File: src/ltal_pkg.sv
/*
 * constants, register map and carrier types of the light threshold alert block.
 * assumes a 32-bit apb master and a conversion engine on the same clock.
 */
// Function
// - under flag after N consecutive low results
// - retention off: outputs follow current comparison
// - retention on: outputs held until user clear
// - retention bit read/write, resets to one
// - polarity zero: alert pulls pin low
// - polarity one: alert releases pin high
// - exponent zeroing in manual range reports zeros
// - comparisons always use the unmasked result
// - trip count codes 1/2/4/8, resets 00
// - over flag after N consecutive high results
// - range code 1100b means automatic ranging
package ltal_pkg;

	// ------------------------------------------------------------
	// register indices; byte address is four times the index
	// ------------------------------------------------------------
	localparam logic [7:0]  IDX_RESULT    = 8'h00;
	localparam logic [7:0]  IDX_CONFIG    = 8'h01;
	localparam logic [7:0]  IDX_LOW_LIM   = 8'h02;
	localparam logic [7:0]  IDX_HIGH_LIM  = 8'h03;
	localparam logic [7:0]  IDX_IRQ_STAT  = 8'h04;
	localparam logic [7:0]  IDX_IRQ_MASK  = 8'h05;
	localparam logic [7:0]  IDX_ID        = 8'h7e;
	localparam logic [31:0] ADDR_RESULT   = {22'h0, IDX_RESULT, 2'b00};
	localparam logic [31:0] ADDR_CONFIG   = {22'h0, IDX_CONFIG, 2'b00};
	localparam logic [31:0] ADDR_LOW_LIM  = {22'h0, IDX_LOW_LIM, 2'b00};
	localparam logic [31:0] ADDR_HIGH_LIM = {22'h0, IDX_HIGH_LIM, 2'b00};
	localparam logic [31:0] ADDR_IRQ_STAT = {22'h0, IDX_IRQ_STAT, 2'b00};
	localparam logic [31:0] ADDR_IRQ_MASK = {22'h0, IDX_IRQ_MASK, 2'b00};
	localparam logic [31:0] ADDR_ID       = {22'h0, IDX_ID, 2'b00};

	// ------------------------------------------------------------
	// reset values and codes
	// ------------------------------------------------------------
	localparam logic [15:0] RST_LOW_LIM   = 16'h0000;
	localparam logic [15:0] RST_HIGH_LIM  = 16'hbfff;
	localparam logic [3:0]  RST_RANGE     = 4'hc;
	localparam logic        RST_RETAIN    = 1'b1;
	localparam logic [1:0]  RST_TRIP      = 2'h0;
	localparam logic [3:0]  RANGE_AUTO    = 4'hc;
	localparam logic [3:0]  TRIP_MAX      = 4'h8;

	// ------------------------------------------------------------
	// interrupt status bit positions
	// ------------------------------------------------------------
	localparam int          IRQ_OVER      = 0;
	localparam int          IRQ_UNDER     = 1;
	localparam int          IRQ_CONV      = 2;
	localparam int          IRQ_W         = 3;

	// configuration word layout, bit 15 down to bit 0
	typedef struct packed {
		logic [3:0] range_select;
		logic [4:0] zero_pad;
		logic       over_threshold_ind;
		logic       under_threshold_ind;
		logic       report_retain;
		logic       alert_sense_invert;
		logic       exp_zero_ctrl;
		logic [1:0] trip_count;
	} ltal_cfg_t;

	// measurement word: exponent and mantissa
	typedef struct packed {
		logic [3:0]  expo;
		logic [11:0] mant;
	} ltal_meas_t;

	// apb handshake phase
	typedef enum logic [0:0] {
		ST_IDLE = 1'b0,
		ST_ACK  = 1'b1
	} ltal_apb_st_t;

endpackage

File: src/ltal_top.sv
/*
 * light threshold alert logic: limit compare, fault run counting, flags,
 * open-drain alert pin and apb register file.
 * assumes conversion results arrive as one-cycle strobes on i_ref_clk and an
 * external pull-up on the alert wire.
 */
`timescale 1ns/1ps
module ltal_top
	import ltal_pkg::*;
#(
	parameter logic [15:0] ID_VALUE = 16'h1234 // arbitrary identification value
)(
	// clock and reset
	input  wire logic        i_ref_clk,
	input  wire logic        i_sys_rst,
	// apb slave
	input  wire logic        i_psel,
	input  wire logic        i_penable,
	input  wire logic        i_pwrite,
	input  wire logic [31:0] i_paddr,
	input  wire logic [31:0] i_pwdata,
	output logic      [31:0] o_prdata,
	output logic             o_pready,
	output logic             o_pslverr,
	// conversion engine
	input  wire logic        i_conv_valid,
	input  wire ltal_meas_t  i_conv_data,
	// alert pin, open drain
	output logic             o_alert_o,
	output logic             o_alert_oe,
	// interrupt
	output logic             o_irq
);

	// ------------------------------------------------------------
	// elaboration checks
	// ------------------------------------------------------------
	if ($bits(ltal_cfg_t) != 16) begin : g_chk
		$error("configuration word must be 16 bits");
	end

	// ------------------------------------------------------------
	// state
	// ------------------------------------------------------------
	ltal_apb_st_t           apb_st_r;
	ltal_meas_t             result_r;
	ltal_meas_t             low_lim_r;
	ltal_meas_t             high_lim_r;
	logic [3:0]             range_r;
	logic                   retain_r;
	logic                   invert_r;
	logic                   zero_r;
	logic [1:0]             trip_r;
	logic [3:0]             over_cnt_r;
	logic [3:0]             under_cnt_r;
	logic                   over_flag_r;
	logic                   under_flag_r;
	logic [IRQ_W-1:0]       irq_stat_r;
	logic [IRQ_W-1:0]       irq_mask_r;
	logic                   done_edge;
	logic                   wr_en;
	logic                   rd_en;
	logic                   cfg_touch;
	logic [3:0]             trip_need;
	logic [26:0]            res_lux;
	logic [26:0]            low_lux;
	logic [26:0]            high_lux;
	logic                   is_over;
	logic                   is_under;
	logic [3:0]             over_cnt_nxt;
	logic [3:0]             under_cnt_nxt;
	logic                   over_hit;
	logic                   under_hit;
	logic                   alert_act;
	logic [IRQ_W-1:0]       irq_ev;
	ltal_cfg_t              cfg_view;
	ltal_meas_t             result_view;
	logic [31:0]            rd_data;
	logic                   addr_ok;

	// scale mantissa by exponent so registers with different exponents compare in one unit
	function automatic logic [26:0] to_lux(input ltal_meas_t m);
		to_lux = {15'h0000, m.mant} << m.expo;
	endfunction

	// ------------------------------------------------------------
	// apb slave: one wait state, answer registered
	// ------------------------------------------------------------
	assign done_edge = i_psel && i_penable && o_pready;
	assign wr_en     = done_edge && i_pwrite && !o_pslverr;
	assign rd_en     = done_edge && !i_pwrite && !o_pslverr;
	// any completed access to the configuration word is the user clear event
	assign cfg_touch = (wr_en || rd_en) && (i_paddr == ADDR_CONFIG);

	// handshake: ready comes one cycle into the access phase and lasts one cycle
	always_ff @(posedge i_ref_clk) begin
		if (i_sys_rst) begin
			apb_st_r <= ST_IDLE;
			o_pready <= 1'b0;
		end else begin
			case (apb_st_r)
				ST_IDLE: begin
					if (i_psel && i_penable) begin
						apb_st_r <= ST_ACK;
						o_pready <= 1'b1;
					end
				end
				ST_ACK: begin
					apb_st_r <= ST_IDLE;
					o_pready <= 1'b0;
				end
				default: begin
					apb_st_r <= ST_IDLE;
					o_pready <= 1'b0;
				end
			endcase
		end
	end

	// read view of the configuration word, flags live here too
	always_comb begin
		cfg_view                     = '0;
		cfg_view.range_select        = range_r;
		cfg_view.over_threshold_ind  = over_flag_r;
		cfg_view.under_threshold_ind = under_flag_r;
		cfg_view.report_retain       = retain_r;
		cfg_view.alert_sense_invert  = invert_r;
		cfg_view.exp_zero_ctrl       = zero_r;
		cfg_view.trip_count          = trip_r;
	end

	// reported result: exponent zeroed only in a manual range
	always_comb begin
		result_view = result_r;
		if (zero_r && (range_r < RANGE_AUTO)) begin
			result_view.expo = 4'h0;
		end
	end

	// address decode
	always_comb begin
		addr_ok = 1'b1;
		rd_data = 32'h0000_0000;
		if (i_paddr == ADDR_RESULT) begin
			rd_data = {16'h0000, result_view};
		end else if (i_paddr == ADDR_CONFIG) begin
			rd_data = {16'h0000, cfg_view};
		end else if (i_paddr == ADDR_LOW_LIM) begin
			rd_data = {16'h0000, low_lim_r};
		end else if (i_paddr == ADDR_HIGH_LIM) begin
			rd_data = {16'h0000, high_lim_r};
		end else if (i_paddr == ADDR_IRQ_STAT) begin
			rd_data = {29'h0, irq_stat_r};
		end else if (i_paddr == ADDR_IRQ_MASK) begin
			rd_data = {29'h0, irq_mask_r};
		end else if (i_paddr == ADDR_ID) begin
			rd_data = {16'h0000, ID_VALUE};
		end else begin
			addr_ok = 1'b0;
		end
	end

	// read data and error captured when ready is raised
	always_ff @(posedge i_ref_clk) begin
		if (i_sys_rst) begin
			o_prdata  <= 32'h0000_0000;
			o_pslverr <= 1'b0;
		end else if (apb_st_r == ST_IDLE && i_psel && i_penable) begin
			o_prdata  <= i_pwrite ? 32'h0000_0000 : rd_data;
			o_pslverr <= !addr_ok;
		end else begin
			o_pslverr <= 1'b0;
		end
	end

	// ------------------------------------------------------------
	// writable registers
	// ------------------------------------------------------------
	always_ff @(posedge i_ref_clk) begin
		if (i_sys_rst) begin
			low_lim_r  <= RST_LOW_LIM;
			high_lim_r <= RST_HIGH_LIM;
			range_r    <= RST_RANGE;
			retain_r   <= RST_RETAIN;
			invert_r   <= 1'b0;
			zero_r     <= 1'b0;
			trip_r     <= RST_TRIP;
			irq_mask_r <= '0;
		end else if (wr_en) begin
			if (i_paddr == ADDR_CONFIG) begin
				range_r  <= i_pwdata[15:12];
				retain_r <= i_pwdata[4];
				invert_r <= i_pwdata[3];
				zero_r   <= i_pwdata[2];
				trip_r   <= i_pwdata[1:0];
			end else if (i_paddr == ADDR_LOW_LIM) begin
				low_lim_r <= i_pwdata[15:0];
			end else if (i_paddr == ADDR_HIGH_LIM) begin
				high_lim_r <= i_pwdata[15:0];
			end else if (i_paddr == ADDR_IRQ_MASK) begin
				irq_mask_r <= i_pwdata[IRQ_W-1:0];
			end
		end
	end

	// result capture keeps the raw word; masking is only on the read path
	always_ff @(posedge i_ref_clk) begin
		if (i_sys_rst) begin
			result_r <= '0;
		end else if (i_conv_valid) begin
			result_r <= i_conv_data;
		end
	end

	// ------------------------------------------------------------
	// limit comparison and fault run counting
	// ------------------------------------------------------------
	assign res_lux  = to_lux(i_conv_data);
	assign low_lux  = to_lux(low_lim_r);
	assign high_lux = to_lux(high_lim_r);
	assign is_over  = res_lux > high_lux;
	assign is_under = res_lux < low_lux;

	// trip count code to run length
	always_comb begin
		case (trip_r)
			2'h0:    trip_need = 4'h1;
			2'h1:    trip_need = 4'h2;
			2'h2:    trip_need = 4'h4;
			default: trip_need = TRIP_MAX;
		endcase
	end

	// run counters saturate at eight so a long run cannot wrap back to zero
	always_comb begin
		over_cnt_nxt  = over_cnt_r;
		under_cnt_nxt = under_cnt_r;
		if (i_conv_valid) begin
			over_cnt_nxt  = is_over ? ((over_cnt_r == TRIP_MAX) ? TRIP_MAX : over_cnt_r + 4'h1) : 4'h0;
			under_cnt_nxt = is_under ? ((under_cnt_r == TRIP_MAX) ? TRIP_MAX : under_cnt_r + 4'h1) : 4'h0;
		end
	end
	assign over_hit  = i_conv_valid && (over_cnt_nxt >= trip_need);
	assign under_hit = i_conv_valid && (under_cnt_nxt >= trip_need);

	always_ff @(posedge i_ref_clk) begin
		if (i_sys_rst) begin
			over_cnt_r  <= 4'h0;
			under_cnt_r <= 4'h0;
		end else begin
			over_cnt_r  <= over_cnt_nxt;
			under_cnt_r <= under_cnt_nxt;
		end
	end

	// ------------------------------------------------------------
	// flags: transparent or held; a hit in the clear cycle wins
	// ------------------------------------------------------------
	always_ff @(posedge i_ref_clk) begin
		if (i_sys_rst) begin
			over_flag_r  <= 1'b0;
			under_flag_r <= 1'b0;
		end else if (!retain_r) begin
			if (i_conv_valid) begin
				over_flag_r  <= over_hit;
				under_flag_r <= under_hit;
			end
		end else begin
			over_flag_r  <= over_hit || (over_flag_r && !cfg_touch);
			under_flag_r <= under_hit || (under_flag_r && !cfg_touch);
		end
	end

	// ------------------------------------------------------------
	// alert pin: only ever drives low, pull-up makes the high level
	// ------------------------------------------------------------
	assign alert_act = over_flag_r || under_flag_r;
	always_ff @(posedge i_ref_clk) begin
		if (i_sys_rst) begin
			o_alert_o  <= 1'b0;
			o_alert_oe <= 1'b0;
		end else begin
			o_alert_o  <= 1'b0;
			o_alert_oe <= invert_r ? !alert_act : alert_act;
		end
	end

	// ------------------------------------------------------------
	// interrupt: sticky status, write one to clear, set wins
	// ------------------------------------------------------------
	assign irq_ev = {i_conv_valid, under_hit, over_hit};
	always_ff @(posedge i_ref_clk) begin
		if (i_sys_rst) begin
			irq_stat_r <= '0;
		end else if (wr_en && i_paddr == ADDR_IRQ_STAT) begin
			irq_stat_r <= irq_ev | (irq_stat_r & ~i_pwdata[IRQ_W-1:0]);
		end else begin
			irq_stat_r <= irq_ev | irq_stat_r;
		end
	end

	// level output, one cycle behind the status register
	always_ff @(posedge i_ref_clk) begin
		if (i_sys_rst) begin
			o_irq <= 1'b0;
		end else begin
			o_irq <= |(irq_stat_r & irq_mask_r);
		end
	end

	// ------------------------------------------------------------
	// assertions
	// ------------------------------------------------------------
	property p_under_set;
		@(posedge i_ref_clk) disable iff (i_sys_rst)
		under_hit |=> under_flag_r;
	endproperty
	a_under_set: assert property (p_under_set) else $error("under flag not set after fault run");

	property p_transparent;
		@(posedge i_ref_clk) disable iff (i_sys_rst)
		(!retain_r && i_conv_valid && !is_over) |=> !over_flag_r;
	endproperty
	a_transparent: assert property (p_transparent) else $error("over flag held in transparent style");

	property p_hold;
		@(posedge i_ref_clk) disable iff (i_sys_rst)
		(retain_r && over_flag_r && !cfg_touch && $stable(retain_r)) |=> over_flag_r;
	endproperty
	a_hold: assert property (p_hold) else $error("held over flag dropped without clear");

	property p_retain_wr;
		@(posedge i_ref_clk) disable iff (i_sys_rst)
		(wr_en && i_paddr == ADDR_CONFIG) |=> (retain_r == $past(i_pwdata[4]));
	endproperty
	a_retain_wr: assert property (p_retain_wr) else $error("retention bit write lost");

	property p_pol_low;
		@(posedge i_ref_clk) disable iff (i_sys_rst)
		(!invert_r && alert_act) ##1 (!invert_r && alert_act) |-> o_alert_oe && !o_alert_o;
	endproperty
	a_pol_low: assert property (p_pol_low) else $error("alert not pulled low");

	property p_pol_high;
		@(posedge i_ref_clk) disable iff (i_sys_rst)
		(invert_r && alert_act) ##1 (invert_r && alert_act) |-> !o_alert_oe;
	endproperty
	a_pol_high: assert property (p_pol_high) else $error("alert pin not released");

	property p_zero_exp;
		@(posedge i_ref_clk) disable iff (i_sys_rst)
		(rd_en && i_paddr == ADDR_RESULT && zero_r && range_r < RANGE_AUTO) |-> o_prdata[15:12] == 4'h0;
	endproperty
	a_zero_exp: assert property (p_zero_exp) else $error("exponent reported while zeroing");

	property p_trip_eight;
		@(posedge i_ref_clk) disable iff (i_sys_rst)
		(trip_r == 2'h3 && i_conv_valid && over_cnt_r < 4'h7) |-> !over_hit;
	endproperty
	a_trip_eight: assert property (p_trip_eight) else $error("trip of eight fired early");

	property p_run_reset;
		@(posedge i_ref_clk) disable iff (i_sys_rst)
		(i_conv_valid && !is_under) |=> under_cnt_r == 4'h0;
	endproperty
	a_run_reset: assert property (p_run_reset) else $error("fault run not restarted");

endmodule
File: config.mk
export PLATFORM = sky130hd
export DESIGN_NAME = ltal_top
export DESIGN_NICKNAME = d
export VERILOG_FILES = /design/src/ltal_pkg.sv /design/src/ltal_top.sv
export SDC_FILE = /design/constraint.sdc
export NUM_CORES = 1
export LEC_CHECK = 0
export BUFFER_PORTS_ARGS = -buffer_cell sky130_fd_sc_hd__buf_4
export CAP_MARGIN = 20
export CORE_MARGIN = 1.5
export CORE_UTILIZATION = 45
export DETAILED_ROUTE_END_ITERATION = 7
export GPL_TIMING_DRIVEN = 0
export PLACE_DENSITY = 0.67
export SLEW_MARGIN = 20
export SYNTH_ARGS = -nofsm -noshare
export SYNTH_HDL_FRONTEND = slang
export SYNTH_SLANG_ARGS = --single-unit
export TNS_END_PERCENT = 30
File: constraint.sdc
create_clock -name i_ref_clk -period 5.55 [get_ports i_ref_clk]
set_input_delay 0.2775 -clock i_ref_clk [delete_from_list [all_inputs] [get_ports i_ref_clk]]
set_output_delay 0.2775 -clock i_ref_clk [all_outputs]
set_load 0.05 [all_outputs]
Yosys cells after proc, flatten, opt, wreduce, memory -nomap -nowiden --
Cells that the tools add are included.
Storage, ports and cells: register bits after elaboration 110, bits of input ports 86, output and inout port bits 37, word-level logic and storage cells 120
Operators by class: $add $sub $neg 2, $lt $le $gt $ge 5, eq/ne operators 11, shift operators 3, mux-type cells 33, bitwise operators 10, reductions and logical operators 33
Operators with widths (number):
- << shifter 12 x 4 -> 27 bit | 3
- == test 32 x 4 -> 1 bit (second input constant) | 2
- == test 32 x 5 -> 1 bit (second input constant) | 2
- 2-to-1 mux 16 bit | 4
- 2-to-1 mux 13 bit | 3
- == test 32 x 3 -> 1 bit (second input constant) | 1
- == test 32 x 9 -> 1 bit (second input constant) | 1
- logical NOT 32 bit | 1
- 2-to-1 mux 32 bit | 1
- 2-to-1 mux 4 bit | 7
- > comparator 27 bit | 1
- < comparator 27 bit | 1
- logical AND 1 bit | 15
- 2-to-1 mux 1 bit | 14
- one-hot mux 4 bit (3 select lines) | 1
- adder 4 x 1 -> 4 bit (second input constant) | 2
- == test 4 bit (second input constant) | 2
- >= comparator 4 bit | 2
- AND 3 bit | 2
- OR 3 bit | 2
- logical NOT 1 bit | 5
- inverter 1 bit | 5
- AND reduction 5 bit | 1
- logical OR 1 bit | 4
- other kinds (14) | 15

Longest topological paths before layout --
word-level depth 10, depth in mapped cells 23, mapped depth without buffers 22

Worst setup path after synthesis --
OpenSTA, ideal clock, no wires.
path type reg-to-reg, start point register high_lim_r[13] in the netlist's numbering, end point register over_flag_r, setup time 0.132 ns, arrival time 4.134 ns, required time 5.418 ns, setup slack 1.284 ns, cell stages (with the launch flop) 20, path buffers 2, clock period less this slack 4.266 ns, cells stage by stage dfxtp_1 buf_1 clkbuf_1 nand2_1 o21ai_0 mux2_2 nand2_1 ha_1 nand4_1 nor4_1 nand2_1 o41a_1 a32oi_1 ha_1 nand2b_1 a21o_1 a21oi_1 nor2b_1 o21ai_0 a21oi_1
Between the ends: word-level cells in the longest chain between the ends 8, elaborated cells between the ends (all ways) 9
RTL lines:
- from (decl) | line ltal_top.sv:48 | ltal_meas_t high_lim_r;
- from (signal assigned) | line ltal_top.sv:199 | high_lim_r <= i_pwdata[15:0];
- << shifter 12 x 4 -> 27 bit * | line ltal_top.sv:83 | to_lux = {15'h0000, m.mant} << m.expo;
- > comparator 27 bit * | line ltal_top.sv:221 | assign is_over = res_lux > high_lux;
- 2-to-1 mux 4 bit * | line ltal_top.sv:239 | over_cnt_nxt = is_over ? ((over_cnt_r == TRIP_MAX) ? TRIP_MAX : over_cnt_r + 4'h1) : 4'h0;
- 2-to-1 mux 4 bit * | line ltal_top.sv:238 | if (i_conv_valid) begin
- >= comparator 4 bit * | line ltal_top.sv:243 | assign over_hit = i_conv_valid && (over_cnt_nxt >= trip_need);
- logical AND 1 bit * | line ltal_top.sv:243
- 2-to-1 mux 1 bit or logical OR 1 bit (tied branches) | line ltal_top.sv:264, ltal_top.sv:269
- 2-to-1 mux 1 bit * | line ltal_top.sv:263 | end else if (!retain_r) begin
- to (signal assigned) | line ltal_top.sv:265 | over_flag_r <= over_hit;
- to (signal assigned) | line ltal_top.sv:269 | over_flag_r <= over_hit || (over_flag_r && !cfg_touch);
- to (decl) | line ltal_top.sv:56 | logic over_flag_r;
Mark *: on every way between the ends. The rest lies on a longest branch, timed or not. The select of a mux whose other input is x is not followed. A chain may end at the register's enable or synchronous reset.

Final worst setup path --
start point register high_lim_r[12] in the netlist's numbering, end point register irq_stat_r[0]
Between the ends: word-level cells in the longest chain between the ends 8, elaborated cells between the ends (all ways) 9
RTL lines:
- << shifter 12 x 4 -> 27 bit * | line ltal_top.sv:83
- > comparator 27 bit * | line ltal_top.sv:221
- 2-to-1 mux 4 bit * | line ltal_top.sv:239
- 2-to-1 mux 4 bit * | line ltal_top.sv:238
- >= comparator 4 bit * | line ltal_top.sv:243
- logical AND 1 bit * | line ltal_top.sv:243
- OR 3 bit (on tied branches) | line ltal_top.sv:298, ltal_top.sv:296
- 2-to-1 mux 3 bit * | line ltal_top.sv:295 | end else if (wr_en && i_paddr == ADDR_IRQ_STAT) begin
- to (signal assigned) | line ltal_top.sv:296 | irq_stat_r <= irq_ev | (irq_stat_r & ~i_pwdata[IRQ_W-1:0]);
- to (signal assigned) | line ltal_top.sv:298 | irq_stat_r <= irq_ev | irq_stat_r;
- to (decl) | line ltal_top.sv:58 | logic [IRQ_W-1:0] irq_stat_r;
Mark *: on every way between the ends. The rest lies on a longest branch, timed or not.

==> impl_metrics.tcl <==
set metrics [dict create \
    drt-vias-per-instance 5.77 \
    hold_class "input port to register" \
    num_vias 7542 \
    clock_latency_ps 340 \
    hpwlAfterDp_um 19500 \
    ant_nets 0 \
    track_usage_pct 27.4 \
    htreeDepth 3 \
    synth-async-reset-ratio_pct 0 \
    die_w_um 132 \
    cts_tree "yes" \
    maxCapViolations 0 \
    crit_required_ps 5750 \
    drv_slew 0 \
    n_antenna_cell 0 \
    first_pass_iters 7 \
    crit_buf_inv 2 \
    port_buffers 88 \
    crit_top_cell "a21oi_1" \
    fin_nets 1233 \
    ff2ff_setup_slack_ps 340 \
    clockBufferDepth 2 \
    p_leak_nw 3.78 \
    synth_edf_count 0 \
    coreArea_um2 16400 \
    cp_top_family "compound AO/OA/AOI/OAI gates" \
    cpPeakStageDelay_ps 610 \
    hold_viol_final 0 \
    crit_slowest_cell "o41a_1" \
    start_util_pct 45.7 \
    path_cells "clkbuf_2 -> clkbuf_1 -> nor2_1 -> a21oi_1 -> mux2i_1 -> nand2b_1 -> ha_1 -> nand4_1 -> nor4_1 -> nand2_1 -> o41a_1 -> a32oi_1 -> ha_1 -> nand2b_1 -> a21o_1 -> a21oi_1 -> nor2b_1 -> o21ai_0 -> a21oi_1" \
    grt_max_degree 16 \
    min_path_cells 2 \
    postSynthCellCount 969 \
    overflow 0 \
    syn2layout_area_growth_pct 17.5 \
    die-area_um2 17500 \
    min_to "apb_st_r$_SDFF_PP0_" \
    critPathKind "register to register" \
    max_slew.worst_pin.slew_ps 842 \
    max_freq_ghz 0.192 \
    status "completed" \
    drt_iter0_markers 695 \
    cts-root-buf "clkbuf_16" \
    fin_worst_skew_ps 8.49 \
    min_period_over_period_pct 93.8 \
    gp_congestion 0.959 \
    final_common_cell "nand2_1" \
    antenna_found_initial 0 \
    setup.worst_path.end_class "register" \
    cts_buffers 9 \
    wire_per_inst_um 18.6 \
    first_global_vias 6959 \
    yosysUniqueCellTypes 68 \
    yosysWarnings 0 \
    hold-worst-slack_ps 158 \
    post_cts_buffers 0 \
    cp-start-kind "register" \
    ir_worst_vdd_uv 126 \
    avgSynthCellArea_um2 7.74 \
    final_cell_mix "nand2_1 (147), buf_4 (107), nor2_1 (105), dfxtp_1 (94), mux2i_1 (84)" \
    r2r-start "high_lim_r[12]$_SDFFE_PP1P_" \
    cp_max_fo 10 \
    grt_pass1_wl_um 37300 \
    io_pins 123 \
    netlist_area_um2 7500 \
    cts.sink_count 94 \
    yosysSeqAreaShare_pct 25.1 \
    rows 47 \
    power.density_nw_per_um2 195 \
    reg2reg_depth 19 \
    critPathArrivalTime_ps 5400 \
    synth_ff_type "dfxtp_1" \
    fin_crit_ps 5210 \
    relSlewSlack_pct 43.9 \
    finalSetupViolations 0 \
    hold_start "i_sys_rst" \
    layout-drive-gt1-share_pct 15.9 \
    drcViolationCount 0 \
    clk_pin_slew_ps 70 \
    fp.dieH_um 132 \
    totalPowerFinal_w 0.00172 \
    rsz0062_at_grt "false" \
    ys_ff_latch 94 \
    timing.rr.end "irq_stat_r[0]$_SDFF_PP0_" \
    wl_um 24300 \
]
## per-layer routing
layer	GRT usage, %	part of all wire, %
met5	0	0
met4	14.9	5.3
met3	3.04	5.4
met2	44.4	45
met1	35.6	44
## Yosys cell counts (3+ instances only)
| cell type | count | area share [%] |
|---|---|---|
| clkbuf_1 | 34 | 1.7 |
| or3_1 | 4 | 0.33 |
| or2_2 | 10 | 0.83 |
| buf_2 | 9 | 0.60 |
| nor2b_1 | 21 | 1.8 |
| nor2_1 | 105 | 5.3 |
| nand3b_1 | 15 | 1.5 |
| nand4_1 | 14 | 1.2 |
| o21ai_0 | 44 | 2.9 |
| a21o_1 | 8 | 0.80 |
| a211oi_1 | 6 | 0.60 |
| o22ai_1 | 5 | 0.42 |
| mux4_2 | 3 | 0.90 |
| a221o_1 | 4 | 0.53 |
| and2_1 | 7 | 0.58 |
| a2bb2oi_1 | 9 | 1.1 |
| clkinv_1 | 3 | 0.15 |
| ha_1 | 63 | 11 |
| o211ai_1 | 7 | 0.70 |
| nand3_1 | 22 | 1.5 |
| nor4_1 | 7 | 0.58 |
| mux2i_1 | 84 | 11 |
| nand2b_1 | 11 | 0.92 |
| nand2_1 | 147 | 7.4 |
| dfxtp_1 | 94 | 25 |
| nor3b_1 | 4 | 0.40 |
| inv_1 | 15 | 0.75 |
| and3_1 | 4 | 0.33 |
| o21a_1 | 3 | 0.30 |
| buf_4 | 19 | 1.9 |
| a22oi_1 | 5 | 0.50 |
| and4_1 | 3 | 0.35 |
| mux2_2 | 16 | 2.4 |
| a21oi_1 | 82 | 5.5 |
| a31oi_1 | 3 | 0.25 |
| a211o_1 | 4 | 0.47 |
| buf_1 | 12 | 0.60 |
| a222oi_1 | 10 | 1.3 |
| nor3_1 | 15 | 1.0 |
## cells by family after synthesis
group | Yosys count | synth area share [%]
buf+inv | 92 | 5.70
mux | 103 | 14.5
simple gates | 403 | 26.1
fa+ha+maj | 64 | 10.6
flops | 94 | 25.1
compound gates | 210 | 17.7
xor+xnor | 2 | 0.234
other cells | 1 | 0.0500
## what timing repair did
action | 4_1_cts | 5_1_grt
setup endpoints to repair | 2 | 4
hold buffers | 0 | 0
gates resized for setup | 1 | 6
## registers in the layout, indices dropped and copies added (netlist names), 2 cells and up
| register | count |
|---|---|
| low_lim_r | 16 |
| over_cnt_r | 4 |
| irq_stat_r | 3 |
| o_prdata | 16 |
| irq_mask_r | 3 |
| high_lim_r | 16 |
| range_r | 4 |
| result_r | 16 |
| under_cnt_r | 4 |
| trip_r | 2 |
## area by class of cell
type                       instances  area [um^2]
timing repair buffer              88          661
clock inverter                     5         85.1
inverter                          18         67.6
clock buffer                       9          225
multi-input combinational        799         5260
fill                            1627         7590
buffer                            74          365
sequential                        94         1880
tap                              220          275
## power by group
group          internal [W]  total, W  leakage (nW)  switching, W
Sequential         0.000690  0.000703         0.763     0.0000132
Combinational      0.000139  0.000352          2.87      0.000213
Clock              0.000392  0.000664         0.148      0.000272
## how the worst max path moves through the flow
stage	end	cells past startpoint	slack (ps)	start
2_1_floorplan	over_flag_r$_SDFFE_PP0P_	19	1280	high_lim_r[13]$_SDFFE_PP1P_
3_3_place_gp	irq_stat_r[1]$_SDFF_PP0_	20	-180	low_lim_r[12]$_SDFFE_PP0P_
3_5_place_dp	irq_stat_r[1]$_SDFF_PP0_	23	-140	i_conv_data[13]
4_1_cts	irq_stat_r[1]$_SDFF_PP0_	20	100	low_lim_r[12]$_SDFFE_PP0P_
5_1_grt	irq_stat_r[1]$_SDFF_PP0_	21	20	low_lim_r[13]$_SDFFE_PP0P_
6_report	irq_stat_r[0]$_SDFF_PP0_	19	340	high_lim_r[12]$_SDFFE_PP1P_
## worst register-to-register path: stages, from the launching register on
cell      delay, ps
dfxtp_1         430
clkbuf_2        300
clkbuf_1        440
nor2_1          100
a21oi_1         240
mux2i_1         130
nand2b_1        190
ha_1            290
nand4_1         110
nor4_1          450
nand2_1         160
o41a_1          610
a32oi_1         320
ha_1            260
nand2b_1        150
a21o_1          190
a21oi_1         140
nor2b_1          60
o21ai_0         370
a21oi_1         130
## metrics by stage
stage / utilization [%] / cell area [um^2] / setup slack, ps / cells / TNS (ps)
floorplan: - / 7560 / 1280 / 985 / 0
global placement: 51.8 / 8500 / -180 / 1293 / -180
detailed placement: 51.8 / 8500 / -144 / 1293 / -144
CTS: 53.7 / 8810 / 102 / 1307 / 0
global route: 53.7 / 8820 / 18.9 / 1307 / 0
finish: 53.7 / 8820 / 342 / 1307 / 0
Power figures use the tool's default switching activity.
